[config.mk]
export PLATFORM = sky130hd
export DESIGN_NAME = cpu_registers_and_status_flags
export DESIGN_NICKNAME = d
export VERILOG_FILES = /design/src/hw/cpu_regs_pkg.sv /design/src/hw/cpu_registers_and_status_flags.sv
export SDC_FILE = /design/constraint.sdc
export NUM_CORES = 1
export LEC_CHECK = 0
export BUFFER_PORTS_ARGS = -buffer_cell sky130_fd_sc_hd__buf_2
export CAP_MARGIN = 20
export CORE_MARGIN = 3
export CORE_UTILIZATION = 45
export DETAILED_ROUTE_END_ITERATION = 6
export HOLD_SLACK_MARGIN = 0.02
export PLACE_DENSITY_LB_ADDON = 0.25
export SLEW_MARGIN = 20
export SYNTH_ARGS = -nofsm -noshare
export SYNTH_HDL_FRONTEND = slang
export SYNTH_SLANG_ARGS = --single-unit
[constraint.sdc]
create_clock -name clock -period 3.3 [get_ports clock]
set_clock_uncertainty 0.05 [all_clocks]
set_input_delay 0.165 -clock clock [delete_from_list [all_inputs] [get_ports clock]]
set_output_delay 0.165 -clock clock [all_outputs]
set_load 0.1 [all_outputs]
[src/hw/cpu_regs_pkg.sv]
// Constants and types for the programmer-visible register set
package cpu_regs_pkg;
   // Status flag positions
   localparam int FLAG_C = 0;
   localparam int FLAG_Z = 1;
   localparam int FLAG_I = 2;
   localparam int FLAG_D = 3;
   localparam int FLAG_B = 4;
   localparam int FLAG_T = 5;
   localparam int FLAG_V = 6;
   localparam int FLAG_N = 7;
   // Reset vector and stack pages
   localparam logic [15:0] RESET_VEC_LO   = 16'hfffa;
   localparam logic [15:0] RESET_VEC_HI   = 16'hfffb;
   localparam logic [7:0]  STACK_PAGE_ONE = 8'h01;
   localparam logic [7:0]  STACK_PAGE_ZP  = 8'h00;
   localparam logic [7:0]  ZERO_PAGE      = 8'h00;
   localparam logic [7:0]  STATUS_RST     = 8'h04;
   localparam logic [7:0]  BYTE_ZERO      = 8'h00;
   localparam logic [15:0] WORD_ONE       = 16'h0001;
   // Minimum reset hold
   localparam int RST_HOLD_NS = 2000;
   localparam int CLK_PERIOD_NS = 20;
   localparam int RST_HOLD_CYC = (RST_HOLD_NS + CLK_PERIOD_NS - 1) / CLK_PERIOD_NS;

   // Register select for loads
   typedef enum logic [2:0] {
      SEL_NONE = 3'h0, SEL_ACC = 3'h1, SEL_X = 3'h3, SEL_Y = 3'h2,
      SEL_SP = 3'h6, SEL_PCL = 3'h7, SEL_PCH = 3'h5
   } reg_sel_t;

   // Flag operations
   typedef enum logic [3:0] {
      FOP_NONE = 4'h0, FOP_ARITH = 4'h1, FOP_TRANSFER = 4'h3, FOP_SHIFT = 4'h2,
      FOP_BITTEST = 4'h6, FOP_SEC = 4'h7, FOP_CLC = 4'h5, FOP_SEI = 4'h4,
      FOP_CLI = 4'hc, FOP_SED = 4'hd, FOP_CLD = 4'hf, FOP_SET = 4'he,
      FOP_CLT = 4'ha, FOP_CLV = 4'hb, FOP_PULL = 4'h9
   } flag_op_t;

   // Address modes
   typedef enum logic [2:0] {
      AM_ABS = 3'h0, AM_ABS_X = 3'h1, AM_ABS_Y = 3'h3, AM_IND_X = 3'h2,
      AM_IND_Y = 3'h6, AM_TMODE = 3'h7
   } addr_mode_t;

   // Reset fetch sequence
   typedef enum logic [1:0] {
      RS_FETCH_LO = 2'b00, RS_FETCH_HI = 2'b01, RS_RUN = 2'b11
   } rst_state_t;
endpackage : cpu_regs_pkg

[src/hw/cpu_registers_and_status_flags.sv]
// Register set, status flags, address and stack formation of the CPU core
`timescale 1ns/10ps
`default_nettype none
module cpu_registers_and_status_flags
   import cpu_regs_pkg::*;
(
   input  wire logic        clock,
   input  wire logic        srst,
   input  wire logic        stack_page_sel,
   input  wire logic        vec_valid,
   input  wire logic [7:0]  vec_data,
   input  wire reg_sel_t    load_sel,
   input  wire logic [7:0]  load_data,
   input  wire logic        pc_load,
   input  wire logic [15:0] pc_load_value,
   input  wire logic        pc_incr,
   input  wire logic        push,
   input  wire logic        pop,
   input  wire logic        int_entry,
   input  wire logic        call_entry,
   input  wire logic        brk_entry,
   input  wire flag_op_t    flag_op,
   input  wire logic [7:0]  flag_result,
   input  wire logic        flag_carry,
   input  wire logic        flag_ovf,
   input  wire logic [7:0]  flag_status_in,
   input  wire logic        irq_req,
   input  wire logic        irq_enable,
   input  wire logic        nmi_req,
   input  wire addr_mode_t  addr_mode,
   input  wire logic [15:0] operand,
   input  wire logic [15:0] pointer_data,
   output logic             reset_busy,
   output logic [15:0]      vec_addr,
   output logic [7:0]       acc,
   output logic [7:0]       index_x,
   output logic [7:0]       index_y,
   output logic [7:0]       stack_ptr,
   output logic [7:0]       processor_status,
   output logic [7:0]       instruction_pointer_high,
   output logic [7:0]       instruction_pointer_low,
   output logic [15:0]      stack_addr,
   output logic [15:0]      push_ret_addr,
   output logic [7:0]       push_status,
   output logic [15:0]      pointer_addr,
   output logic [15:0]      eff_addr,
   output logic [15:0]      tmode_dest_addr,
   output logic             use_mem_for_acc,
   output logic             decimal_arith,
   output logic             irq_accept,
   output logic             brk_accept,
   output logic             nmi_accept
);

   //----------------------------------------
   // Storage
   //----------------------------------------
   logic [7:0]  acc_ff, x_ff, y_ff, sp_ff, ps_ff;
   logic [15:0] pc_ff;
   rst_state_t  rs_ff;

   //----------------------------------------
   // Reset vector fetch
   //----------------------------------------
   // Walk the two vector bytes after reset
   always_ff @(posedge clock) begin
      if (srst) begin
         rs_ff <= RS_FETCH_LO;
      end else if (vec_valid) begin
         case (rs_ff)
            RS_FETCH_LO: rs_ff <= RS_FETCH_HI;
            RS_FETCH_HI: rs_ff <= RS_RUN;
            RS_RUN:      rs_ff <= RS_RUN;
            default:     rs_ff <= RS_FETCH_LO;
         endcase
      end
   end

   assign reset_busy = (rs_ff != RS_RUN);
   assign vec_addr   = (rs_ff == RS_FETCH_HI) ? RESET_VEC_HI : RESET_VEC_LO;

   //----------------------------------------
   // Data registers
   //----------------------------------------
   // Accumulator and index registers, eight bits each
   always_ff @(posedge clock) begin
      if (srst) begin
         acc_ff <= BYTE_ZERO;
         x_ff   <= BYTE_ZERO;
         y_ff   <= BYTE_ZERO;
      end else begin
         if (load_sel == SEL_ACC) acc_ff <= load_data;
         if (load_sel == SEL_X)   x_ff   <= load_data;
         if (load_sel == SEL_Y)   y_ff   <= load_data;
      end
   end

   // Stack pointer; software sets the base, push goes down
   always_ff @(posedge clock) begin
      if (srst) begin
         sp_ff <= BYTE_ZERO;
      end else if (load_sel == SEL_SP) begin
         sp_ff <= load_data;
      end else if (push && !pop) begin
         sp_ff <= sp_ff - 8'h01;
      end else if (pop && !push) begin
         sp_ff <= sp_ff + 8'h01;
      end
   end

   // Program counter with separately loadable halves
   always_ff @(posedge clock) begin
      if (srst) begin
         pc_ff <= 16'h0000;
      end else if (rs_ff == RS_FETCH_LO && vec_valid) begin
         pc_ff[7:0] <= vec_data;
      end else if (rs_ff == RS_FETCH_HI && vec_valid) begin
         pc_ff[15:8] <= vec_data;
      end else if (pc_load) begin
         pc_ff <= pc_load_value;
      end else if (load_sel == SEL_PCL) begin
         pc_ff[7:0] <= load_data;
      end else if (load_sel == SEL_PCH) begin
         pc_ff[15:8] <= load_data;
      end else if (pc_incr) begin
         pc_ff <= pc_ff + WORD_ONE;
      end
   end

   //----------------------------------------
   // Status flags
   //----------------------------------------
   // Flag updates by operation class; break never held live
   always_ff @(posedge clock) begin
      if (srst) begin
         ps_ff <= STATUS_RST;
      end else begin
         case (flag_op)
            FOP_ARITH: begin
               ps_ff[FLAG_Z] <= (flag_result == BYTE_ZERO);
               ps_ff[FLAG_N] <= flag_result[7];
               ps_ff[FLAG_C] <= flag_carry;
               if (!ps_ff[FLAG_D]) ps_ff[FLAG_V] <= flag_ovf;
            end
            FOP_TRANSFER: begin
               ps_ff[FLAG_Z] <= (flag_result == BYTE_ZERO);
               ps_ff[FLAG_N] <= flag_result[7];
            end
            FOP_SHIFT: begin
               ps_ff[FLAG_Z] <= (flag_result == BYTE_ZERO);
               ps_ff[FLAG_N] <= flag_result[7];
               ps_ff[FLAG_C] <= flag_carry;
            end
            FOP_BITTEST: begin
               ps_ff[FLAG_V] <= flag_status_in[6];
               ps_ff[FLAG_N] <= flag_status_in[7];
               ps_ff[FLAG_Z] <= (flag_result == BYTE_ZERO);
            end
            FOP_SEC:  ps_ff[FLAG_C] <= 1'b1;
            FOP_CLC:  ps_ff[FLAG_C] <= 1'b0;
            FOP_SEI:  ps_ff[FLAG_I] <= 1'b1;
            FOP_CLI:  ps_ff[FLAG_I] <= 1'b0;
            FOP_SED:  ps_ff[FLAG_D] <= 1'b1;
            FOP_CLD:  ps_ff[FLAG_D] <= 1'b0;
            FOP_SET:  ps_ff[FLAG_T] <= 1'b1;
            FOP_CLT:  ps_ff[FLAG_T] <= 1'b0;
            FOP_CLV:  ps_ff[FLAG_V] <= 1'b0;
            FOP_PULL: ps_ff <= flag_status_in;
            default:  ps_ff <= ps_ff;
         endcase
         if (int_entry || brk_entry) ps_ff[FLAG_I] <= 1'b1;
         ps_ff[FLAG_B] <= 1'b0;
      end
   end

   //----------------------------------------
   // Addressing
   //----------------------------------------
   // Effective address and zero-page pointer formation
   always_comb begin
      pointer_addr = {ZERO_PAGE, operand[7:0] + x_ff};
      case (addr_mode)
         AM_ABS:   eff_addr = operand;
         AM_ABS_X: eff_addr = operand + {BYTE_ZERO, x_ff};
         AM_ABS_Y: eff_addr = operand + {BYTE_ZERO, y_ff};
         AM_IND_X: eff_addr = pointer_data;
         AM_IND_Y: begin
            pointer_addr = {ZERO_PAGE, operand[7:0]};
            eff_addr     = pointer_data + {BYTE_ZERO, y_ff};
         end
         AM_TMODE: eff_addr = {ZERO_PAGE, x_ff};
         default:  eff_addr = operand;
      endcase
   end

   // Memory-to-memory mode replaces the accumulator
   assign use_mem_for_acc = ps_ff[FLAG_T];
   assign tmode_dest_addr = {ZERO_PAGE, x_ff};
   assign decimal_arith   = ps_ff[FLAG_D];

   //----------------------------------------
   // Stack and interrupts
   //----------------------------------------
   assign stack_addr    = {(stack_page_sel ? STACK_PAGE_ONE : STACK_PAGE_ZP), sp_ff};
   assign push_ret_addr = call_entry ? (pc_ff - WORD_ONE) : pc_ff;
   assign push_status   = brk_entry ? (ps_ff | 8'h10) : ps_ff;
   assign irq_accept    = irq_req && irq_enable && !ps_ff[FLAG_I] && !reset_busy;
   assign brk_accept    = brk_entry && !reset_busy;
   assign nmi_accept    = nmi_req && !reset_busy;

   assign acc                      = acc_ff;
   assign index_x                  = x_ff;
   assign index_y                  = y_ff;
   assign stack_ptr                = sp_ff;
   assign processor_status         = ps_ff;
   assign instruction_pointer_high = pc_ff[15:8];
   assign instruction_pointer_low  = pc_ff[7:0];

   //----------------------------------------
   // Checks
   //----------------------------------------
   a_reset_sets_i: assert property (@(posedge clock) srst |=> ps_ff[FLAG_I])
      else $error("I flag not set after reset");
   a_break_never_live: assert property (@(posedge clock) disable iff (srst)
      !ps_ff[FLAG_B])
      else $error("Break flag held live");
   a_push_decrements: assert property (@(posedge clock) disable iff (srst)
      push && !pop && load_sel != SEL_SP |=> sp_ff == $past(sp_ff) - 8'h01)
      else $error("Push did not decrement stack pointer");
   a_pop_increments: assert property (@(posedge clock) disable iff (srst)
      pop && !push && load_sel != SEL_SP |=> sp_ff == $past(sp_ff) + 8'h01)
      else $error("Pop did not increment stack pointer");
   a_irq_masked: assert property (@(posedge clock) disable iff (srst)
      ps_ff[FLAG_I] |-> !irq_accept)
      else $error("Interrupt accepted while masked");
   a_int_sets_i: assert property (@(posedge clock) disable iff (srst)
      int_entry |=> ps_ff[FLAG_I])
      else $error("Interrupt entry left I clear");
   a_zero_flag: assert property (@(posedge clock) disable iff (srst)
      flag_op == FOP_TRANSFER |=> ps_ff[FLAG_Z] == ($past(flag_result) == BYTE_ZERO))
      else $error("Zero flag wrong");
   a_carry_clear: assert property (@(posedge clock) disable iff (srst)
      flag_op == FOP_CLC |=> !ps_ff[FLAG_C])
      else $error("Carry not cleared");
   a_bit_test: assert property (@(posedge clock) disable iff (srst)
      flag_op == FOP_BITTEST |=> ps_ff[7:6] == $past(flag_status_in[7:6]))
      else $error("Bit test flags wrong");
   a_stack_page: assert property (@(posedge clock)
      stack_addr[15:8] == (stack_page_sel ? STACK_PAGE_ONE : STACK_PAGE_ZP))
      else $error("Stack page wrong");
   a_call_ret: assert property (@(posedge clock)
      call_entry |-> push_ret_addr == pc_ff - WORD_ONE)
      else $error("Call return address wrong");

endmodule : cpu_registers_and_status_flags
`default_nettype wire

==> impl_metrics.sql, run 1 <==
INSERT INTO impl_metrics (metric_group, metric, value, unit) VALUES
('floorplanning', 'std_cell_rows', '42', ''),
('sta', 'report.final.setup_viol', '0', ''),
('grt', 'grt_pass1_vias', '6375', ''),
('worst_setup_path', 'worst_ep_arrival_time', '2910', 'ps'),
('drt', 'wl_per_cell', '17.2', 'um'),
('synthesis', 'synth_cell_type_count', '71', ''),
('worst_setup_path', 'worst-path-max-fanout', '9', ''),
('grt', 'globalRouteTotalUtil', '27.0', '%'),
('synthesis', 'synth_largest_type_area_fraction', '18.3', '%'),
('placement', 'placement.cell_area', '0.00759', 'sq mm'),
('synthesis', 'seq_area_frac_synth', '18.3', '%'),
('synthesis', 'post_synth_inst_count', '874', ''),
('sta', 'fin_tns_setup', '0', 'ps'),
('synthesis', 'synth_enable_flop_cells', '0', ''),
('final_layout', 'n_diodes', '0', ''),
('sta', 'finalMaxSlewViolations', '0', ''),
('worst_setup_path', 'crit_type', 'in -> out', ''),
('clock_tree', 'cts_buffers', '9', ''),
('drt', 'routed_via_density', '5.71', ''),
('floorplanning', 'i_o_pin_count', '272', ''),
('final_layout', 'num-nets-final', '1193', ''),
('synthesis', 'async_flop_share', '0', '%'),
('final_layout', 'n_fill_cell', '1288', ''),
('grt', 'grt_overflow_total', '0', ''),
('synthesis', 'post_synthesis_cell_area', '0.00623', 'sq mm'),
('floorplanning', 'die_area', '0.0153', 'sq mm'),
('drt', 'detailroute.wirelength.met2', '10400', 'um'),
('hold_path', 'min-delay-path-class', 'in -> reg', ''),
('drt', 'routed_wirelength', '21300', 'um'),
('worst_setup_path', 'critical_path_sink_type', 'output pin', ''),
('final_layout', 'area_growth_syn_to_layout', '27.2', '%'),
('synthesis', 'synth_area_leader_cell', 'sky130_fd_sc_hd__dfxtp_1', ''),
('power', 'p_leak', '3.74', 'nW'),
('clock_tree', 'clk_buf_depth', '2', ''),
('final_layout', 'stdcell_area', '0.00793', 'sq mm'),
('synthesis', 'yosysWarnings', '0', ''),
('sta', 'worstMarginPinSlew', '843', 'ps'),
('floorplanning', 'die_h', '124', 'um'),
('final_layout', 'multi_input_area', '0.00462', 'sq mm'),
('clock_tree', 'clock_sinks', '57', ''),
('grt', 'grt_max_degree', '50', ''),
('power', 'power_per_cell_area', '504', 'mW/mm^2'),
('clock_tree', 'root_buffer', 'sky130_fd_sc_hd__clkbuf_16', ''),
('grt', 'antenna_violations_before_repair', '0', ''),
('placement', 'gp_congestion', '1.02', ''),
('placement', 'place.port_buffers', '229', ''),
('worst_setup_path', 'cp_data_required_time', '3080', 'ps'),
('synthesis', 'avgSynthCellArea', '7.13', 'sq um'),
('worst_setup_path', 'worst_setup_path_start_kind', 'input port', ''),
('drt', 'wl_met3', '2090', 'um'),
('drt', 'met1_length', '8440', 'um'),
('drt', 'route.vias.total', '7089', ''),
('power', 'p_total', '3.99', 'mW'),
('clock_tree', 'tritoncts', 'built', ''),
('power', 'vdd_ir_drop_max', '0.534', 'mV'),
('sta', 'hold_viol', '0', ''),
('sta', 'finalCriticalPeriod', '3120', 'ps'),
('sta', 'maxSlewHeadroom', '43.4', '%'),
('drt', 'drt_first_pass_iters', '6', ''),
('flow_run', 'timing.max_cap.violations', '0', ''),
('clock_tree', 'clk_pin_slew_worst_paths', '50', 'ps'),
('floorplanning', 'die_w', '124', 'um'),
('final_layout', 'seq_area', '0.00114', 'sq mm'),
('sta', 'grt_setup_unrepaired', 'no', ''),
('worst_setup_path', 'regToRegSetupSlack', '1100', 'ps'),
('status', 'status', 'finished clean', ''),
('synthesis', 'synthTopCellsByArea', 'sky130_fd_sc_hd__dfxtp_1 18%, sky130_fd_sc_hd__buf_4 8.7%, sky130_fd_sc_hd__nand2_1 6.8%, sky130_fd_sc_hd__nor2_1 6.1%, sky130_fd_sc_hd__mux2i_1 5.9%', ''),
('final_layout', 'drive_above_1_share', '29.1', '%'),
('clock_tree', 'cts-htree-levels', '3', ''),
('placement', 'dpl_hpwl', '16500', 'um'),
('sta', 'fmax', '320', 'MHz'),
('drt', 'route.top_layer_used', 'met4', ''),
('grt', 'grt_first_pass_wirelength', '32500', 'um'),
('clock_tree', 'insertion_delay_to_the_later_sink_of_the_worst_skew_pair', '330', 'ps'),
('sta', 'layout_worst_path_cycle_share', '94.6', '%'),
('synthesis', 'synth-seq-cells', '57', ''),
('drt', 'route.antenna.remaining_nets', '0', ''),
('floorplanning', 'initial_utilization', '46.5', '%'),
('floorplanning', 'floorplan.core_area', '0.0134', 'sq mm'),
('synthesis', 'dominantRegCellSynth', 'sky130_fd_sc_hd__dfxtp_1', ''),
('drt', 'post-route-drc-count', '0', ''),
('drt', 'drtIter0Drc', '605', '');
per-stage QoR:
stage	cells	util, %	hold WS (ps)	worst slack, ps
after floorplan	911	-	238	-215
after global placement	1222	56.6	281	194
after detailed placement	1222	56.6	281	188
after CTS	1240	59.0	27.5	136
after global routing	1241	59.1	51.2	1.23
final	1241	59.1	37.1	178
worst max-delay path: stages:
cell and delay (ps):
sky130_fd_sc_hd__buf_2 130, sky130_fd_sc_hd__and3b_1 280, sky130_fd_sc_hd__nand2_1 110, sky130_fd_sc_hd__nand2_1 60, sky130_fd_sc_hd__ha_1 220, sky130_fd_sc_hd__fa_1 410, sky130_fd_sc_hd__buf_4 160, sky130_fd_sc_hd__a21o_1 160
sky130_fd_sc_hd__a21oi_1 170, sky130_fd_sc_hd__xnor2_1 190, sky130_fd_sc_hd__mux2i_1 120, sky130_fd_sc_hd__a221oi_1 340, sky130_fd_sc_hd__o21bai_4 210, sky130_fd_sc_hd__buf_12 190
cell usage after synthesis, types with 5 or more instances:
library cell                 n
sky130_fd_sc_hd__a211o_1     7
sky130_fd_sc_hd__a211oi_1   17
sky130_fd_sc_hd__a21oi_1    64
sky130_fd_sc_hd__a22oi_1     6
sky130_fd_sc_hd__a31oi_1    12
sky130_fd_sc_hd__and2_1      7
sky130_fd_sc_hd__buf_1       7
sky130_fd_sc_hd__buf_2       8
sky130_fd_sc_hd__buf_4      72
sky130_fd_sc_hd__clkbuf_1   28
sky130_fd_sc_hd__dfxtp_1    57
sky130_fd_sc_hd__ha_1       24
sky130_fd_sc_hd__inv_1      25
sky130_fd_sc_hd__mux2i_1    37
sky130_fd_sc_hd__nand2_1   113
sky130_fd_sc_hd__nand2b_1    9
sky130_fd_sc_hd__nand3_1    18
sky130_fd_sc_hd__nand3b_1    5
sky130_fd_sc_hd__nand4_1     5
sky130_fd_sc_hd__nor2_1    102
sky130_fd_sc_hd__nor2b_1    10
sky130_fd_sc_hd__nor3_1     21
sky130_fd_sc_hd__nor3b_1    10
sky130_fd_sc_hd__nor4_1     10
sky130_fd_sc_hd__o211ai_1   13
sky130_fd_sc_hd__o21a_1      6
sky130_fd_sc_hd__o21ai_0    34
sky130_fd_sc_hd__o221ai_1    6
sky130_fd_sc_hd__o22ai_1     5
sky130_fd_sc_hd__o31ai_1     5
sky130_fd_sc_hd__xnor2_1    27
sky130_fd_sc_hd__xor2_1     21
final cells by class:
cell class                 instances  share of cell area [%]
clock buffer                      11                    3.06
clock inverter                     5                   0.695
inverter                          25                    1.18
multi-input combinational        711                    58.4
sequential                        57                    14.4
tap                              176                    2.78
timing repair buffer             256                    19.5
logic make-up after synthesis:
logic type	count (synthesis)	share of synthesized area [%]
AND/OR/NAND/NOR	335	25.4
AO/OA/AOI/OAI	223	23.9
buffers and inverters	143	13.5
flip-flops	57	18.3
XOR/XNOR	48	6.75
multiplexers	39	6.30
adder cells (fa/ha/maj)	27	5.78
other	2	0.121
power breakdown:
group          leakage [nW]  total (mW)  internal, mW  switching, mW
combinational          3.13        2.25         0.492           1.76
sequential            0.468       0.817         0.739         0.0784
clock                 0.142       0.922         0.601          0.321
final timing paths:
| kind | start | to | cells after the start |
|---|---|---|---|
| max | addr_mode[2] | eff_addr[4] | 14 |
| min | flag_status_in[2] | processor_status[2] | 3 |
| min reg2reg | acc[2] | acc[2] | 2 |
| max reg2reg | pc_ff[0] | pc_ff[14] | 7 |
registers in the layout, indices dropped and copies added (netlist names):
signal / flops
stack_ptr: 8
processor_status: 7
acc: 8
index_x: 8
pc_ff: 16
rs_ff: 2
index_y: 8
placed cells by master, fill, tap and decap left out, drive strengths merged, types with 4 or more instances in the layout:
master / netlist / layout
nor2b: 10 / 10
a21boi: 4 / 4
and2: 7 / 7
nand2: 113 / 113
a211oi: 17 / 17
nand3: 20 / 20
o22ai: 5 / 5
dfxtp: 57 / 57
nand2b: 9 / 9
nor3: 21 / 21
nor2: 102 / 102
and3: 5 / 5
xor2: 21 / 21
a22oi: 6 / 6
nand3b: 6 / 6
o221ai: 6 / 6
and4: 4 / 4
inv: 25 / 25
nor4: 10 / 10
a31oi: 12 / 12
o31ai: 5 / 5
mux2i: 37 / 37
conb: 2 / 39
nor3b: 10 / 10
o21ai: 36 / 36
xnor2: 27 / 27
clkbuf: 28 / 11
or4: 4 / 4
nand4: 5 / 5
a211o: 7 / 7
ha: 24 / 24
a21oi: 64 / 64
o211ai: 13 / 13
buf: 90 / 254
o21a: 6 / 6
per-layer routing:
metal,track usage (%),vias to the layer above
met4,9.27,0
li1,-,3393
met3,5.59,32
met5,0,-
met2,45.8,405
met1,34.0,3259
repair_timing:
item,4_1_cts,5_1_grt
endpoints found under the hold margin,2,0
buffers inserted,0,1
setup endpoints to repair,0,5
hold buffers,2,0
gates resized for setup,0,6
(Power assumes the default switching activity.)
==> run 2: changes to the inputs <==
Settings changed: ABC_AREA set to 1.
==> impl_metrics.sql, run 2 <==
INSERT INTO impl_metrics (metric_group, metric, value, unit) VALUES
('synthesis', 'synth.most_common_cell', 'sky130_fd_sc_hd__nand2_1', ''),
('drt', 'wl_per_cell', '14.9', 'um'),
('final_layout', 'final_cell_mix', '255 x sky130_fd_sc_hd__nand2_1, 218 x sky130_fd_sc_hd__buf_2, 146 x sky130_fd_sc_hd__inv_1', ''),
('placement', 'place.port_buffers', '229', ''),
('worst_setup_path', 'worst_setup_path_start_kind', 'input port', ''),
('clock_tree', 'cts_buffers', '9', ''),
('clock_tree', 'insertion_delay_to_the_later_sink_of_the_worst_skew_pair', '320', 'ps'),
('worst_setup_path', 'crit_type', 'in -> out', ''),
('drt', 'post-route-drc-count', '0', ''),
('worst_setup_path', 'worstSetupStartpoint', 'addr_mode[2]', ''),
('floorplanning', 'floorplan.core_area', '0.0135', 'sq mm'),
('sta', 'fmax', '342', 'MHz'),
('grt', 'grt_max_degree', '29', ''),
('floorplanning', 'die_w', '124', 'um'),
('grt', 'grt_overflow_total', '0', ''),
('worst_setup_path', 'worst-path-max-fanout', '9', ''),
('sta', 'report.final.setup_viol', '0', ''),
('synthesis', 'dominantRegCellSynth', 'sky130_fd_sc_hd__dfxtp_1', ''),
('clock_tree', 'clock_sinks', '57', ''),
('drt', 'drt_first_pass_iters', '6', ''),
('hold_path', 'holdCritStartpoint', 'flag_status_in[7]', ''),
('final_layout', 'fin_util', '57.7', '%'),
('worst_setup_path', 'cpMaxStageDelayCell', 'sky130_fd_sc_hd__nor2_2', ''),
('synthesis', 'seq_area_frac_synth', '18.1', '%'),
('final_layout', 'largest-register', 'pc_ff', ''),
('floorplanning', 'die_area', '0.0155', 'sq mm'),
('worst_setup_path', 'critPathMaxStageDelay', '350', 'ps'),
('synthesis', 'post_synth_inst_count', '1079', ''),
('sta', 'worstMarginPinSlew', '771', 'ps'),
('synthesis', 'avgSynthCellArea', '5.85', 'sq um'),
('sta', 'layout_worst_path_cycle_share', '88.6', '%'),
('flow_run', 'timing.max_cap.violations', '0', ''),
('grt', 'antenna_violations_before_repair', '2', ''),
('clock_tree', 'post_cts_resize_count', '0', ''),
('synthesis', 'synth_cell_type_count', '44', ''),
('floorplanning', 'i_o_pin_count', '272', ''),
('drt', 'routed_via_density', '5.31', ''),
('floorplanning', 'die_h', '124', 'um'),
('final_layout', 'num-nets-final', '1406', ''),
('drt', 'route.antenna.remaining_nets', '0', ''),
('clock_tree', 'clk_pin_slew_worst_paths', '60', 'ps'),
('sta', 'grt_setup_unrepaired', 'no', ''),
('power', 'power_per_cell_area', '519', 'mW/mm^2'),
('synthesis', 'synth_largest_type_area_fraction', '18.1', '%'),
('power', 'p_total', '4.05', 'mW'),
('clock_tree', 'cts-htree-levels', '3', ''),
('synthesis', 'synthTopCellsByArea', 'sky130_fd_sc_hd__dfxtp_1 18%, sky130_fd_sc_hd__nand2_1 15%, sky130_fd_sc_hd__inv_1 8.7%, sky130_fd_sc_hd__buf_4 8.2%, sky130_fd_sc_hd__o21ai_0 8.0%', ''),
('placement', 'dpl_hpwl', '17100', 'um'),
('synthesis', 'synth_enable_flop_cells', '0', ''),
('worst_setup_path', 'cp_data_required_time', '3080', 'ps'),
('final_layout', 'largest_reg_flops', '16', ''),
('final_layout', 'n_fill_cell', '1353', ''),
('floorplanning', 'initial_utilization', '46.8', '%'),
('sta', 'finalMaxSlewViolations', '0', ''),
('placement', 'gp_congestion', '0.984', ''),
('sta', 'maxSlewHeadroom', '48.4', '%'),
('synthesis', 'synth-seq-cells', '57', ''),
('grt', 'globalRouteTotalUtil', '26.3', '%'),
('worst_setup_path', 'reg2reg_from', 'pc_ff[0]', ''),
('worst_setup_path', 'worst_ep_arrival_time', '2710', 'ps'),
('worst_setup_path', 'crit_chain', 'buf_2 -> nand2_2 -> nor2_2 -> buf_4 -> nand2_1 -> o21ai_0 -> ha_1 -> a21oi_1 -> nor2_1 -> nor2_1 -> nand2_1 -> nand2_1 -> nand2_1 -> nand2_1 -> nand3_1 -> nand4_1 -> buf_12', ''),
('sta', 'hold_viol', '0', ''),
('synthesis', 'post_synthesis_cell_area', '0.00632', 'sq mm'),
('synthesis', 'synth_area_leader_cell', 'sky130_fd_sc_hd__dfxtp_1', ''),
('drt', 'routed_wirelength', '21700', 'um'),
('worst_setup_path', 'critical_path_sink_type', 'output pin', ''),
('sta', 'finalCriticalPeriod', '2920', 'ps'),
('drt', 'drtIter0Drc', '864', ''),
('clock_tree', 'root_buffer', 'sky130_fd_sc_hd__clkbuf_16', ''),
('clock_tree', 'clk_buf_depth', '2', ''),
('power', 'p_leak', '4.18', 'nW'),
('worst_setup_path', 'worst_path_most_repeated_cell', 'sky130_fd_sc_hd__nand2_1', ''),
('clock_tree', 'tritoncts', 'built', ''),
('hold_path', 'min-delay-path-class', 'in -> reg', ''),
('final_layout', 'layout.cells.most_common', 'sky130_fd_sc_hd__nand2_1', ''),
('synthesis', 'async_flop_share', '0', '%'),
('floorplanning', 'std_cell_rows', '42', ''),
('status', 'status', 'finished clean', ''),
('synthesis', 'yosysWarnings', '0', ''),
('drt', 'route.vias.total', '7725', ''),
('final_layout', 'area_growth_syn_to_layout', '23.5', '%'),
('sta', 'worst_hold_slack', '113', 'ps'),
('synthesis', 'synthTopCellsByCount', '255 x sky130_fd_sc_hd__nand2_1, 146 x sky130_fd_sc_hd__inv_1, 101 x sky130_fd_sc_hd__o21ai_0', ''),
('final_layout', 'drive_above_1_share', '23.5', '%'),
('grt', 'grt_first_pass_wirelength', '34200', 'um'),
('grt', 'grt_pass1_vias', '6703', ''),
('power', 'vdd_ir_drop_max', '0.324', 'mV');
==> run 2: timing repair <==
action | in CTS | in global routing
endpoints found under the hold margin | 2 | 0
buffers inserted | 0 | 0
hold buffers | 3 | 0
==> run 2: final cells by class <==
class	count	area, sq um	area share (%)
multi-input combinational	815	4170	53.5
sequential	57	1140	14.7
tap	176	220	2.82
antenna	2	5.00	0.0642
timing repair buffer	240	1400	18.0
clock inverter	5	56.3	0.722
inverter	150	563	7.22
clock buffer	10	239	3.06
==> run 2: where the power goes <==
| part | switching (mW) | internal [mW] |
|---|---|---|
| clock network | 0.325 | 0.599 |
| registers | 0.0814 | 0.746 |
| logic | 1.87 | 0.428 |
| total | 2.27 | 1.77 |
==> run 2: layer usage <==
| layer | part of all wire [%] | track usage (%) |
|---|---|---|
| met3 | 10 | 4.33 |
| met4 | 2.4 | 7.74 |
| met2 | 45 | 42.5 |
| met1 | 42 | 36.0 |
| met5 | 0 | 0 |
==> run 2: through the flow <==
step	instances	setup TNS, ps	instance area (sq um)	worst slack (ps)
5_1_grt	1455	0	7800	99.8
3_5_place_dp	1435	0	7470	404
2_1_floorplan	1116	-25.8	6510	-25.8
6_report	1455	0	7800	377
4_1_cts	1453	0	7790	396
3_3_place_gp	1435	0	7470	471
==> run 2: cell families (layout without fill, tap and decap cells) <==
| kind of cell | after synthesis | after routing | synth area share [%] |
|---|---|---|---|
| fa+ha+maj | 27 | 27 | 5.70 |
| other cells | 2 | 41 | 0.119 |
| compound gates | 228 | 228 | 19.4 |
| buf+inv | 244 | 405 | 18.9 |
| xor+xnor | 26 | 26 | 3.60 |
| simple gates | 495 | 495 | 34.1 |
| flops | 57 | 57 | 18.1 |
==> run 2: worst max-delay path, delay by kind of cell <==
family	cells	cell delay, ps
AND/OR/NAND/NOR	11	1290
buffers and inverters	3	630
adder cells (fa/ha/maj)	1	330
AO/OA/AOI/OAI	2	280
==> run 2: worst paths after layout <==
check / cells after the start / slack (ps) / to
hold reg to reg: 2 / 400 / acc[0]
setup reg to reg: 9 / 1410 / pc_ff[10]
setup / recovery: 17 / 380 / eff_addr[11]
hold / removal: 3 / 110 / processor_status[7]
==> run 3: changes to the inputs <==
Settings changed: CORE_UTILIZATION 45 to 49.
==> impl_metrics.sql, run 3 (synthesis gave the netlist of run 2 again) <==
INSERT INTO impl_metrics (metric_group, metric, value, unit) VALUES
('drt', 'route.antenna.remaining_nets', '0', ''),
('clock_tree', 'clk_buf_depth', '2', ''),
('worst_setup_path', 'cp_data_required_time', '3080', 'ps'),
('final_layout', 'largest-register', 'pc_ff', ''),
('grt', 'grt_max_degree', '30', ''),
('drt', 'routed_wirelength', '21100', 'um'),
('clock_tree', 'cts_post_setup_buffers_inserted', '0', ''),
('worst_setup_path', 'crit_type', 'in -> out', ''),
('power', 'p_leak', '4.14', 'nW'),
('clock_tree', 'clock_sinks', '57', ''),
('power', 'combinationalPowerShare', '57.4', '%'),
('final_layout', 'fin_util', '62.1', '%'),
('flow_run', 'timing.max_cap.violations', '0', ''),
('floorplanning', 'die_w', '120', 'um'),
('power', 'switchingPower', '2.28', 'mW'),
('sta', 'worstMarginPinSlew', '867', 'ps'),
('floorplanning', 'die_h', '120', 'um'),
('final_layout', 'layout.cells.most_common', 'sky130_fd_sc_hd__nand2_1', ''),
('clock_tree', 'cts_hold_buffers', '3', ''),
('drt', 'drtIter0Drc', '681', ''),
('drt', 'routed_via_density', '5.28', ''),
('sta', 'grt_setup_unrepaired', 'no', ''),
('worst_setup_path', 'reg2reg_from', 'pc_ff[0]', ''),
('status', 'status', 'finished clean', ''),
('sta', 'finalCriticalPeriod', '3010', 'ps'),
('worst_setup_path', 'worst-path-max-fanout', '20', ''),
('power', 'switching_share_of_power', '58.2', '%'),
('drt', 'post-route-drc-count', '0', ''),
('drt', 'route.vias.total', '7636', ''),
('clock_tree', 'clk_pin_slew_worst_paths', '50', 'ps'),
('floorplanning', 'initial_utilization', '51.3', '%'),
('power', 'p_int', '1.64', 'mW'),
('final_layout', 'n_diodes', '0', ''),
('hold_path', 'min-delay-path-class', 'in -> reg', ''),
('clock_tree', 'tritoncts', 'built', ''),
('sta', 'layout_worst_path_cycle_share', '91.2', '%'),
('clock_tree', 'cts_buffers', '9', ''),
('floorplanning', 'std_cell_rows', '40', ''),
('worst_setup_path', 'regToRegSetupSlack', '1340', 'ps'),
('drt', 'wl_per_cell', '14.6', 'um'),
('worst_setup_path', 'worst_r2r_dst', 'pc_ff[12]', ''),
('grt', 'globalRouteTotalUtil', '28.3', '%'),
('sta', 'report.final.setup_viol', '0', ''),
('placement', 'place.port_buffers', '229', ''),
('final_layout', 'largest_reg_flops', '16', ''),
('worst_setup_path', 'critical_path_sink_type', 'output pin', ''),
('grt', 'antenna_violations_before_repair', '1', ''),
('hold_path', 'hold_end', 'pc_ff[6]', ''),
('power', 'power_per_cell_area', '513', 'mW/mm^2'),
('clock_tree', 'post_cts_resize_count', '0', ''),
('grt', 'grt_overflow_total', '0', ''),
('power', 'vdd_ir_drop_max', '0.531', 'mV'),
('grt', 'grt_first_pass_wirelength', '33200', 'um'),
('clock_tree', 'cts-htree-levels', '3', ''),
('worst_setup_path', 'worst_setup_path_start_kind', 'input port', ''),
('drt', 'drt_first_pass_iters', '5', ''),
('floorplanning', 'i_o_pin_count', '272', ''),
('sta', 'hold_viol', '0', ''),
('worst_setup_path', 'worst_ep_arrival_time', '2800', 'ps'),
('floorplanning', 'floorplan.core_area', '0.0123', 'sq mm'),
('hold_path', 'holdCritStartpoint', 'vec_data[6]', ''),
('sta', 'maxSlewHeadroom', '42.1', '%'),
('final_layout', 'drive_above_1_share', '23.6', '%'),
('clock_tree', 'root_buffer', 'sky130_fd_sc_hd__clkbuf_16', ''),
('power', 'power.sequential.fraction', '21.1', '%'),
('sta', 'fmax', '332', 'MHz'),
('final_layout', 'num-nets-final', '1407', ''),
('sta', 'fin_tns_setup', '0', 'ps'),
('clock_tree', 'insertion_delay_to_the_later_sink_of_the_worst_skew_pair', '330', 'ps'),
('grt', 'grt_pass1_vias', '6866', ''),
('power', 'p_total', '3.93', 'mW'),
('floorplanning', 'die_area', '0.0143', 'sq mm'),
('hold_path', 'whs_path_depth', '3', ''),
('worst_setup_path', 'timing.reg2reg.worst_path_depth', '9', ''),
('final_layout', 'area_growth_syn_to_layout', '21.1', '%'),
('power', 'share_clk_of_total_power', '21.6', '%'),
('final_layout', 'final_cell_mix', '255 x sky130_fd_sc_hd__nand2_1, 226 x sky130_fd_sc_hd__buf_2, 146 x sky130_fd_sc_hd__inv_1', ''),
('sta', 'finalMaxSlewViolations', '0', ''),
('placement', 'gp_congestion', '0.935', ''),
('placement', 'dpl_hpwl', '16900', 'um');
-- run 3: changes by cell type in the layout (fill, tap and decap cells not counted), sizes merged --
| cell | delta |
|---|---|
| buf | +1 |
| bufinv | -1 |
| clkbuf | -1 |
| clkinv | +2 |
| clkinvlp | +1 |
| diode | -2 |
-- run 3: through the flow --
step	instance area (sq um)	cells	worst slack, ps	hold slack, ps
after floorplan	6510	1116	-25.8	214
after global placement	7350	1428	380	281
after detailed placement	7350	1428	322	281
after CTS	7650	1447	313	59.2
after global routing	7650	1447	65.6	73.8
final	7650	1447	289	80.4
-- run 3: area by class of cell --
cell class                 instances  area [sq um]
multi-input combinational        815          4170
fill                            1259          4660
clock buffer                       9           225
inverter                         150           563
timing repair buffer             241          1290
sequential                        57          1140
clock inverter                     7          47.5
tap                              168           210
-- run 3: power groups by stage --
stage | clock network (mW) | logic (mW) | registers [mW]
after floorplan | 0 | 1.55 | 1.20
after global placement | 0 | 2.23 | 0.838
after detailed placement | 0 | 2.24 | 0.839
after CTS | 0.859 | 2.25 | 0.825
after global routing | 0.903 | 2.37 | 0.836
final | 0.848 | 2.25 | 0.827
-- run 3: worst max-delay path, cell delays in order --
cell,delay (ps)
sky130_fd_sc_hd__buf_2,140
sky130_fd_sc_hd__inv_2,110
sky130_fd_sc_hd__nand3_4,200
sky130_fd_sc_hd__nand2_1,110
sky130_fd_sc_hd__o21ai_0,100
sky130_fd_sc_hd__ha_1,230
sky130_fd_sc_hd__fa_1,380
sky130_fd_sc_hd__nand2_1,100
sky130_fd_sc_hd__a21oi_1,120
sky130_fd_sc_hd__nand2_1,90
sky130_fd_sc_hd__nand2_1,170
sky130_fd_sc_hd__a21boi_0,200
sky130_fd_sc_hd__o21ai_0,130
sky130_fd_sc_hd__nand4_1,110
sky130_fd_sc_hd__buf_2,440
-- run 3: metal layers --
metal,global-route usage [%],share of wire [%],vias to the layer above
met1,37.0,43,3409
met5,0,0.052,-
li1,-,-,3809
met4,10.5,3.4,2
met2,46.2,45,364
met3,5.66,9.2,52
-- run 3: how the worst max path moves through the flow --
stage | cells after the start | slack (ps) | startpoint | end
2_1_floorplan | 4 | -30 | index_x[1] | pointer_addr[2]
3_3_place_gp | 15 | 380 | addr_mode[0] | eff_addr[8]
3_5_place_dp | 15 | 320 | addr_mode[0] | eff_addr[8]
4_1_cts | 15 | 310 | addr_mode[0] | eff_addr[8]
5_1_grt | 13 | 70 | addr_mode[2] | eff_addr[8]
6_report | 15 | 290 | addr_mode[0] | eff_addr[8]
